File: src/verilog/ssp_params.svh
// Constants for the serial slave port and its bus master end
`ifndef SSP_PARAMS_SVH
`define SSP_PARAMS_SVH
// Register offsets (software port)
`define SSP_OFF_BUF        4'h0
`define SSP_OFF_CON1       4'h1
`define SSP_OFF_CON3       4'h2
`define SSP_OFF_STAT       4'h3
`define SSP_OFF_IRQ_STAT   4'h4
`define SSP_OFF_IRQ_MASK   4'h5
`define SSP_OFF_PIN        4'h6
`define SSP_OFF_CLK_SEL    4'h7
`define SSP_OFF_DAT_SEL    4'h8
`define SSP_OFF_SS_SEL     4'h9
// Host-side offsets
`define SSPM_OFF_TXD       4'h0
`define SSPM_OFF_CTRL      4'h1
`define SSPM_OFF_RXD       4'h2
`define SSPM_OFF_STAT      4'h3
`define SSPM_OFF_IRQ_STAT  4'h4
`define SSPM_OFF_IRQ_MASK  4'h5
// Control one fields
`define SSP_CON1_WRITE_COLLISION      7
`define SSP_CON1_OV        6
`define SSP_CON1_EN        5
`define SSP_CON1_CKP       4
// Control three fields
`define SSP_CON3_BUFFER_OVERWRITE_ENABLE      4
// Status fields
`define SSP_STAT_SMP       7
`define SSP_STAT_CKE       6
`define SSP_STAT_BF        0
// Mode codes
`define SSP_MODE_SLV_SS    4'h4
`define SSP_MODE_SLV_NOSS  4'h5
// Reset values
`define SSP_RST_BYTE       8'h00
`define SSP_PIN_SEL_RST    8'h00
// Host serial clock: half period in system clocks
`define SSPM_HALF_DIV      8'h04
`endif

File: src/verilog/ssp_link_if.sv
// Serial link between the bus master end and the slave port
`timescale 1ns/1ps
`default_nettype none
interface ssp_link_if;
    logic sck;      // Serial clock, made by the master
    logic ss_n;     // Slave select, active low
    logic mosi;     // Master to slave data
    logic miso_o;   // Slave data out
    logic miso_oe;  // Slave drives data out
    logic miso;     // Resolved line level
    assign miso = miso_oe ? miso_o : 1'b0;
    modport master (output sck, output ss_n, output mosi, input miso);
    modport slave  (input sck, input ss_n, input mosi, output miso_o, output miso_oe);
endinterface
`default_nettype wire

File: src/verilog/ssp_slave.sv
// Slave end of the byte-wide synchronous serial port
//
// Design decisions made here: the register offsets and strobed register access.
`timescale 1ns/1ps
`default_nettype none
`include "ssp_params.svh"
module ssp_slave (
    input  wire logic       clk,       // System clock
    input  wire logic       rst_n,     // Asynchronous reset, active low
    ssp_link_if.slave       link,      // Serial link
    input  wire logic [3:0] addr,      // Register address
    input  wire logic [7:0] wdata,     // Write data
    input  wire logic       wr,        // Write strobe
    input  wire logic       rd,        // Read strobe
    output logic      [7:0] rdata,     // Read data, cycle after strobe
    output logic            irq,       // Interrupt level
    output logic            miso_o,    // Mirror of link data out
    output logic            miso_oe    // Mirror of link output enable
);
    typedef struct packed {
        logic [2:0] sck_s;    // sck sync, [2] is edge history
        logic [2:0] ss_s;     // select sync plus history
        logic [1:0] mosi_s;   // data sync
        logic [7:0] con1;
        logic [7:0] con3;
        logic [1:0] stat_hi;  // Sample phase and edge select
        logic       bf;
        logic [7:0] buf_q;
        logic [7:0] sr;
        logic [2:0] cnt;
        logic       busy;
        logic       dout;
        logic       oe;
        logic       irq_st;
        logic       irq_mask;
        logic [7:0] sel_clk;
        logic [7:0] sel_dat;
        logic [7:0] sel_ss;
        logic [7:0] rdata;
        logic       irq;
    } ssp_slv_state_t;

    ssp_slv_state_t s_reg, s_next;

    // Register read mux
    function automatic logic [7:0] rd_mux(input ssp_slv_state_t s, input logic [3:0] a);
        logic [7:0] r;
        r = 8'h00;
        if (a == `SSP_OFF_BUF)           r = s.buf_q;
        else if (a == `SSP_OFF_CON1)     r = s.con1;
        else if (a == `SSP_OFF_CON3)     r = s.con3;
        else if (a == `SSP_OFF_STAT)     r = {s.stat_hi, 5'h00, s.bf};
        else if (a == `SSP_OFF_IRQ_STAT) r = {7'h00, s.irq_st};
        else if (a == `SSP_OFF_IRQ_MASK) r = {7'h00, s.irq_mask};
        else if (a == `SSP_OFF_PIN)      r = {5'h00, s.ss_s[1], s.mosi_s[1], s.sck_s[1]};
        else if (a == `SSP_OFF_CLK_SEL)  r = s.sel_clk;
        else if (a == `SSP_OFF_DAT_SEL)  r = s.sel_dat;
        else if (a == `SSP_OFF_SS_SEL)   r = s.sel_ss;
        return r;
    endfunction

    // Next-state logic
    always_comb
    begin
        logic en;
        logic ss_mode;
        logic sel;
        logic ck_rise;
        logic ck_fall;
        logic shift_e;
        logic sample_e;
        logic done;
        logic wr_ok;
        s_next = s_reg;
        en = 1'b0;
        ss_mode = 1'b0;
        sel = 1'b0;
        ck_rise = 1'b0;
        ck_fall = 1'b0;
        shift_e = 1'b0;
        sample_e = 1'b0;
        done = 1'b0;
        wr_ok = 1'b0;
        // Two-flop synchronisers; edges seen only from stage two onward
        s_next.sck_s  = {s_reg.sck_s[1:0], link.sck};
        s_next.ss_s   = {s_reg.ss_s[1:0], link.ss_n};
        s_next.mosi_s = {s_reg.mosi_s[0], link.mosi};
        en = s_reg.con1[`SSP_CON1_EN];
        ss_mode = (s_reg.con1[3:0] == `SSP_MODE_SLV_SS);
        sel = !ss_mode || !s_reg.ss_s[1];
        ck_rise = s_reg.sck_s[1] && !s_reg.sck_s[2];
        ck_fall = !s_reg.sck_s[1] && s_reg.sck_s[2];
        // Idle-to-active edge samples unless edge select flips it
        if (s_reg.con1[`SSP_CON1_CKP] ^ s_reg.stat_hi[0])
        begin
            sample_e = ck_fall;
            shift_e  = ck_rise;
        end
        else
        begin
            sample_e = ck_rise;
            shift_e  = ck_fall;
        end
        // Sample in, then shift on the opposite edge; MSB out first
        if (en && sel && sample_e)
        begin
            s_next.sr = {s_reg.sr[6:0], s_reg.mosi_s[1]};
            s_next.cnt = s_reg.cnt + 3'd1;
            s_next.busy = 1'b1;
            done = (s_reg.cnt == 3'd7);
        end
        if (en && sel && shift_e)
            s_next.dout = s_reg.sr[7];
        // Byte complete: received byte becomes next transmit byte too
        if (done)
        begin
            s_next.buf_q = {s_reg.sr[6:0], s_reg.mosi_s[1]};
            s_next.busy = 1'b0;
            if (s_reg.bf)
                s_next.con1[`SSP_CON1_OV] = 1'b1;
            s_next.bf = 1'b1;
            s_next.irq_st = 1'b1;
        end
        // Deselect or disable resets the counter
        if (!en || (ss_mode && s_reg.ss_s[1]))
        begin
            s_next.cnt = 3'd0;
            s_next.busy = 1'b0;
        end
        // Falling select realigns bit position and preloads output
        if (ss_mode && !s_reg.ss_s[1] && s_reg.ss_s[2])
        begin
            s_next.cnt = 3'd0;
            s_next.dout = s_reg.sr[7];
        end
        s_next.oe = en && sel && (s_reg.con1[3:0] != 4'h0);
        // Software writes
        if (s_reg.busy)
            wr_ok = 1'b0;
        else
            wr_ok = !s_reg.con1[`SSP_CON1_WRITE_COLLISION] &&
                    (!s_reg.bf || s_reg.con3[`SSP_CON3_BUFFER_OVERWRITE_ENABLE]);
        if (wr)
        begin
            if (addr == `SSP_OFF_BUF)
            begin
                if (wr_ok && !done)
                begin
                    s_next.buf_q = wdata;
                    s_next.sr = wdata;
                    s_next.dout = wdata[7];
                end
                else if (s_reg.busy || done)
                    s_next.con1[`SSP_CON1_WRITE_COLLISION] = 1'b1;
            end
            else if (addr == `SSP_OFF_CON1)
                s_next.con1 = {wdata[7] & s_reg.con1[7],
                               (wdata[6] & s_reg.con1[6]) | (done & s_reg.bf), wdata[5:0]};
            else if (addr == `SSP_OFF_CON3)
                s_next.con3 = wdata;
            else if (addr == `SSP_OFF_STAT)
                s_next.stat_hi = wdata[7:6];
            else if (addr == `SSP_OFF_IRQ_STAT)
                s_next.irq_st = s_reg.irq_st & ~wdata[0] | done;         // Set wins
            else if (addr == `SSP_OFF_IRQ_MASK)
                s_next.irq_mask = wdata[0];
            else if (addr == `SSP_OFF_CLK_SEL)
                s_next.sel_clk = wdata;
            else if (addr == `SSP_OFF_DAT_SEL)
                s_next.sel_dat = wdata;
            else if (addr == `SSP_OFF_SS_SEL)
                s_next.sel_ss = wdata;
        end
        // Reading the buffer clears full, unless a byte lands now
        if (rd && addr == `SSP_OFF_BUF && !done)
            s_next.bf = 1'b0;
        s_next.rdata = rd ? rd_mux(s_reg, addr) : 8'h00;
        s_next.irq = s_next.irq_st && s_next.irq_mask;
    end

    // State register
    always_ff @(posedge clk or negedge rst_n)
    begin
        if (!rst_n)
        begin
            s_reg      <= '0;
            s_reg.ss_s <= 3'b111; // Select idles high, so no false edge after reset
        end
        else
            s_reg <= s_next;
    end

    assign rdata   = s_reg.rdata;
    assign irq     = s_reg.irq;
    assign miso_o  = s_reg.dout;
    assign miso_oe = s_reg.oe;
    assign link.miso_o  = s_reg.dout;
    assign link.miso_oe = s_reg.oe;
endmodule
`default_nettype wire

File: src/flat_wrapper.sv
// flat-port wrapper written by rule: the top's interface ports become plain ports
module ssp_slave_flat 
  (clk, rst_n, addr, wdata, wr, rd, rdata, irq, miso_o, miso_oe, link_sck, link_ss_n, link_mosi, link_miso_o, link_miso_oe);
  ssp_link_if link_i ();
  input  wire logic clk;
  input  wire logic rst_n;
  input  wire logic [3:0] addr;
  input  wire logic [7:0] wdata;
  input  wire logic wr;
  input  wire logic rd;
  output logic      [7:0] rdata;
  output logic irq;
  output logic miso_o;
  output logic miso_oe;
  input wire logic [$bits(link_i.sck)-1:0] link_sck;
  input wire logic [$bits(link_i.ss_n)-1:0] link_ss_n;
  input wire logic [$bits(link_i.mosi)-1:0] link_mosi;
  output wire logic [$bits(link_i.miso_o)-1:0] link_miso_o;
  output wire logic [$bits(link_i.miso_oe)-1:0] link_miso_oe;
  assign link_i.sck = link_sck;
  assign link_i.ss_n = link_ss_n;
  assign link_i.mosi = link_mosi;
  assign link_miso_o = link_i.miso_o;
  assign link_miso_oe = link_i.miso_oe;
  ssp_slave u_core (.clk(clk), .rst_n(rst_n), .link(link_i), .addr(addr), .wdata(wdata), .wr(wr), .rd(rd), .rdata(rdata), .irq(irq), .miso_o(miso_o), .miso_oe(miso_oe));
endmodule
File: config.mk
export PLATFORM = sky130hd
export DESIGN_NAME = ssp_slave_flat
export DESIGN_NICKNAME = d
export VERILOG_FILES = /design/src/verilog/ssp_link_if.sv /design/src/verilog/ssp_slave.sv /design/src/flat_wrapper.sv
export VERILOG_INCLUDE_DIRS = /design/src /design/src/verilog
export SDC_FILE = /design/constraint.sdc
export NUM_CORES = 1
export LEC_CHECK = 0
export BUFFER_PORTS_ARGS = -buffer_cell sky130_fd_sc_hd__buf_2
export CORE_ASPECT_RATIO = 0.8
export CORE_MARGIN = 4
export CORE_UTILIZATION = 30
export DETAILED_ROUTE_END_ITERATION = 10
export PLACE_DENSITY = 0.44
export SLEW_MARGIN = 20
export SYNTH_ARGS = -nofsm -noshare
export SYNTH_HDL_FRONTEND = slang
export SYNTH_SLANG_ARGS = --single-unit
File: constraint.sdc
create_clock -name clk -period 3.2 [get_ports clk]
set_clock_uncertainty 0.15 [all_clocks]
set_input_delay 0.96 -clock clk [delete_from_list [all_inputs] [get_ports clk]]
set_output_delay 0.96 -clock clk [all_outputs]
set_load 0.03 [all_outputs]
==> impl.org <==
** Route
- Detailed router's first-iteration violation count :: 168
- Dividing the detail-routed wire length by the instance count gives 18.16 um.
- Once detail routing completed, the nets flagged for antenna violations numbered 0.
- Post-Route WL :: 10.11 mm
- DRC viols :: 0
- Count of vias placed by the detailed router :: 2,786
- Router iterations before antenna repair :: 5
- After detailed routing, the number of vias per cell comes to 5.002.

** Floorplanning
- For this configuration, the core starts out at a cell density of 0.3112.
- The floorplan step defined a die boundary enclosing 15,530 um^2.
- Die H :: 112.3 um
- Width of the die :: 138.3 um
- The initialized floorplan defines 37 standard-cell rows.
- I/O pin count :: 32
- Placeable core region :: 13,100 um^2

** Cells and area
- 0 antenna diodes ended up in the layout.
- In the final layout, the multi-input gates occupy 1790 um^2.
- Fraction of layout instances using a drive strength above 1 :: 0.3010
- Relative to the synthesized area, the layout overhead comes to 13.16%.
- Leaving out fill and tap cells, the most frequent cell in the layout is sky130_fd_sc_hd__dfrtp_1.
- Count of nets after finishing :: 398
- Area occupied by registers :: 2106 um^2
- After filler insertion, the fill cell instance count of the layout stands at 1,322.
- Number of flip-flops under the largest register name :: 68
- Most used cells in the layout excluding fill and tap cells :: 81 x sky130_fd_sc_hd__dfrtp_1, 45 x sky130_fd_sc_hd__mux2_2, 32 x sky130_fd_sc_hd__nand2_1
- Final design area excluding fillers :: 4614 um^2

** Timing
- Headroom to the max-slew limit came out at 0.4917.
- Slew Limit Fails :: 0
- Final hold analysis gives a worst-case slack of 0.1999 ns.
- The number of hold violations in the final report is 0.
- Shortest period the worst path allows :: 2.521 ns
- Final clock period utilization by the worst path :: 0.7877
- Setup repair after global routing left no endpoint under its margin.
- Worst Max-Slew Pin Slew :: 0.7608 ns
- Setup violations remaining at the end of the flow were counted as 0.
- Total Neg Setup Slack :: 0 ns
- For this run, the top clock speed supported by timing is 396.7 MHz.

** Logic synthesis
- Synth warnings :: 0
- Cells after Synth :: 356
- Post-synthesis sequential element count :: 84
- The number of nets handed over by synthesis was 377.
- Sequential-to-total area share from yosys stat :: 0.5164
- Yosys mapped a number of flops with a built-in enable equal to 0.
- Area of the mapped netlist :: 4078 um^2
- Synth async-reset ratio :: 1.000
- Dominant synthesized flop cell :: sky130_fd_sc_hd__dfrtp_1
- Unique cell type count in the Yosys netlist :: 54
- Averaged over all synthesized cells, the footprint is 11.45 um^2.

** Worst setup path
- Worst Setup Path Type :: in2reg
- CP Capture Type :: flip-flop
- Of all nets on the critical path, the largest fanout is 11.
- The critical path goes through buf_2 > nor3b_1 > a21oi_1 > o21ai_0 > a22oi_1 > nor2_1.
- The startpoint identified for the worst register-to-register timing path is u_core.s_reg[58].
- Worst reg2reg path endpoint :: u_core.s_reg[53]
- Worst Reg2Reg Path Length in Cells :: 5
- The worst setup path is launched from an input pin.
- Data on the critical path is required at its endpoint by 3.29 ns.
- Worst setup path endpoint :: u_core.rdata[1]
- The setup check on the worst reg-to-reg path leaves a slack of 0.88 ns.
- Max incr delay on CP :: 0.67 ns
- Worst path arrival time :: 2.61 ns
- Slowest cell on crit path :: sky130_fd_sc_hd__nor3b_1
- Timing startpoint of the critical path :: addr[3]

** Outcome
- The flow ran to the end, and the final reports show no timing, DRC or antenna violations.

** Pwr
- The worst-case IR drop observed on VDD is 0.2504 mV.
- Lkg Pwr :: 2.059 nW
- Pwr Density :: 666.9 nW/um^2
- Summing internal, switching and leakage power gives 0.003078 W.

** Clocking
- Total of cells resized after clock tree synthesis :: 0
- Count of buffers added by post-CTS timing repair for setup :: 0
- Hold buffers post-CTS :: 0
- CTS H-Tree Depth :: 3
- Sink count of the clock tree :: 84
- Root cell of the clock tree :: sky130_fd_sc_hd__clkbuf_16
- Clock-pin slew of the registers on the worst-case setup and hold paths :: 0.06 ns
- Clock tree from TritonCTS :: yes
- The longest clock path from root to sink contains 2 buffers.
- Number of buffers created by CTS :: 9
- Insertion delay of the later-clocked pin in the worst-skew pair :: 0.34 ns

** Global route
- First-pass GRT wire length :: 16.33 mm
- Across every metal layer, demand over resource in global routing totals 0.1352.
- Summed over all layers, the global routing overflow is 0.
- Via count of the first global-routing pass :: 2,780
- Pin count of the biggest net entering global routing :: 45
- Antenna violations before repair :: 0

** Placed design
- After detailed placement, the total cell area comes to 4338 um^2.
- Sum of net half-perimeters after detailed placement :: 7.341 mm
- RePlAce Congestion :: 0.8227
- Number of port buffers :: 31

** Flow run
- Max cap viols :: 0

** Hold path
- In this run the worst hold path is classified as reg2reg.
[layer usage]
layer / share of wire / wire length [um] / GRT usage
met5: 0 / 0 / 0
met4: 0.011 / 116 / 0.03357
met2: 0.41 / 4134 / 0.1811
met1: 0.54 / 5413 / 0.2134
met3: 0.044 / 449 / 0.03492
[report_power, final]
| part | leakage (nW) | internal [W] | switching [W] |
|---|---|---|---|
| Clock | 0.120 | 0.000526 | 0.000441 |
| Sequential | 1.02 | 0.00131 | 0.000185 |
| Combinational | 0.919 | 0.000291 | 0.000325 |
| Total | 2.06 | 0.00213 | 0.000950 |
[per-stage QoR]
step                worst slack [ns]    util  cells
floorplan                     0.7941       -    356
global placement              0.3318  0.3311    541
detailed placement            0.3063  0.3311    541
CTS                           0.6624  0.3522    557
global route                  0.4840  0.3522    557
finish                        0.6794  0.3522    557
[how the worst min path moves through the flow]
stage	start	to	slack, ns	cells past startpoint
after detailed placement	u_core.s_next[77]	u_core.s_reg[77]	0.19	0
after CTS	u_core.s_next[77]	u_core.s_reg[77]	0.20	0
after floorplan	u_core.s_next[82]	u_core.s_next[83]	0.18	0
after global routing	u_core.s_next[79]	u_core.s_next[80]	0.22	0
after global placement	u_core.s_next[77]	u_core.s_reg[77]	0.18	0
final	u_core.s_next[77]	u_core.s_reg[77]	0.20	0
[cell usage after synthesis, types with 2 or more instances]
cell type / number / area share
sky130_fd_sc_hd__dfstp_2: 3 / 0.019
sky130_fd_sc_hd__clkbuf_1: 5 / 0.0046
sky130_fd_sc_hd__o21ai_0: 24 / 0.029
sky130_fd_sc_hd__nor3b_1: 3 / 0.0055
sky130_fd_sc_hd__ha_1: 2 / 0.0061
sky130_fd_sc_hd__dfrtp_1: 81 / 0.50
sky130_fd_sc_hd__a21oi_1: 23 / 0.028
sky130_fd_sc_hd__o22ai_1: 6 / 0.0092
sky130_fd_sc_hd__inv_1: 5 / 0.0046
sky130_fd_sc_hd__a32oi_1: 3 / 0.0064
sky130_fd_sc_hd__a22oi_1: 2 / 0.0037
sky130_fd_sc_hd__nand2_1: 32 / 0.029
sky130_fd_sc_hd__buf_2: 7 / 0.0086
sky130_fd_sc_hd__buf_4: 11 / 0.020
sky130_fd_sc_hd__and2_1: 5 / 0.0077
sky130_fd_sc_hd__nor2_2: 2 / 0.0031
sky130_fd_sc_hd__and3_1: 3 / 0.0046
sky130_fd_sc_hd__nand2b_1: 6 / 0.0092
sky130_fd_sc_hd__o21ai_1: 2 / 0.0025
sky130_fd_sc_hd__nor2_1: 24 / 0.022
sky130_fd_sc_hd__mux2i_1: 27 / 0.066
sky130_fd_sc_hd__nand3b_1: 3 / 0.0055
sky130_fd_sc_hd__buf_6: 2 / 0.0055
sky130_fd_sc_hd__mux2_2: 45 / 0.12
[cells by family (layout without fill, tap and decap cells)]
group,after synthesis,in the layout,share of synthesized area
muxes,74,74,0.2016
xor gates and xnor gates,2,2,0.006138
buffers and inverters,31,57,0.04449
AOI/OAI and AO/OA,73,73,0.1105
DFF,84,84,0.5164
adders and majority gates,2,2,0.006136
and+or+nand+nor,90,90,0.1148
[critical path: cells and delay by family]
kind / cells / cell delay [ns]
buf+inv: 1 / 0.25
simple gates: 2 / 0.87
compound gates: 3 / 0.51
[layout make-up]
class	instances	area share
flip-flops and latches	84	0.4563
multi-input cells	241	0.3880
clock buffers	9	0.04881
well taps	175	0.04745
repair buffers	35	0.04338
clock inverters	7	0.01112
inverters	6	0.004881
(Power assumes the default switching activity.)
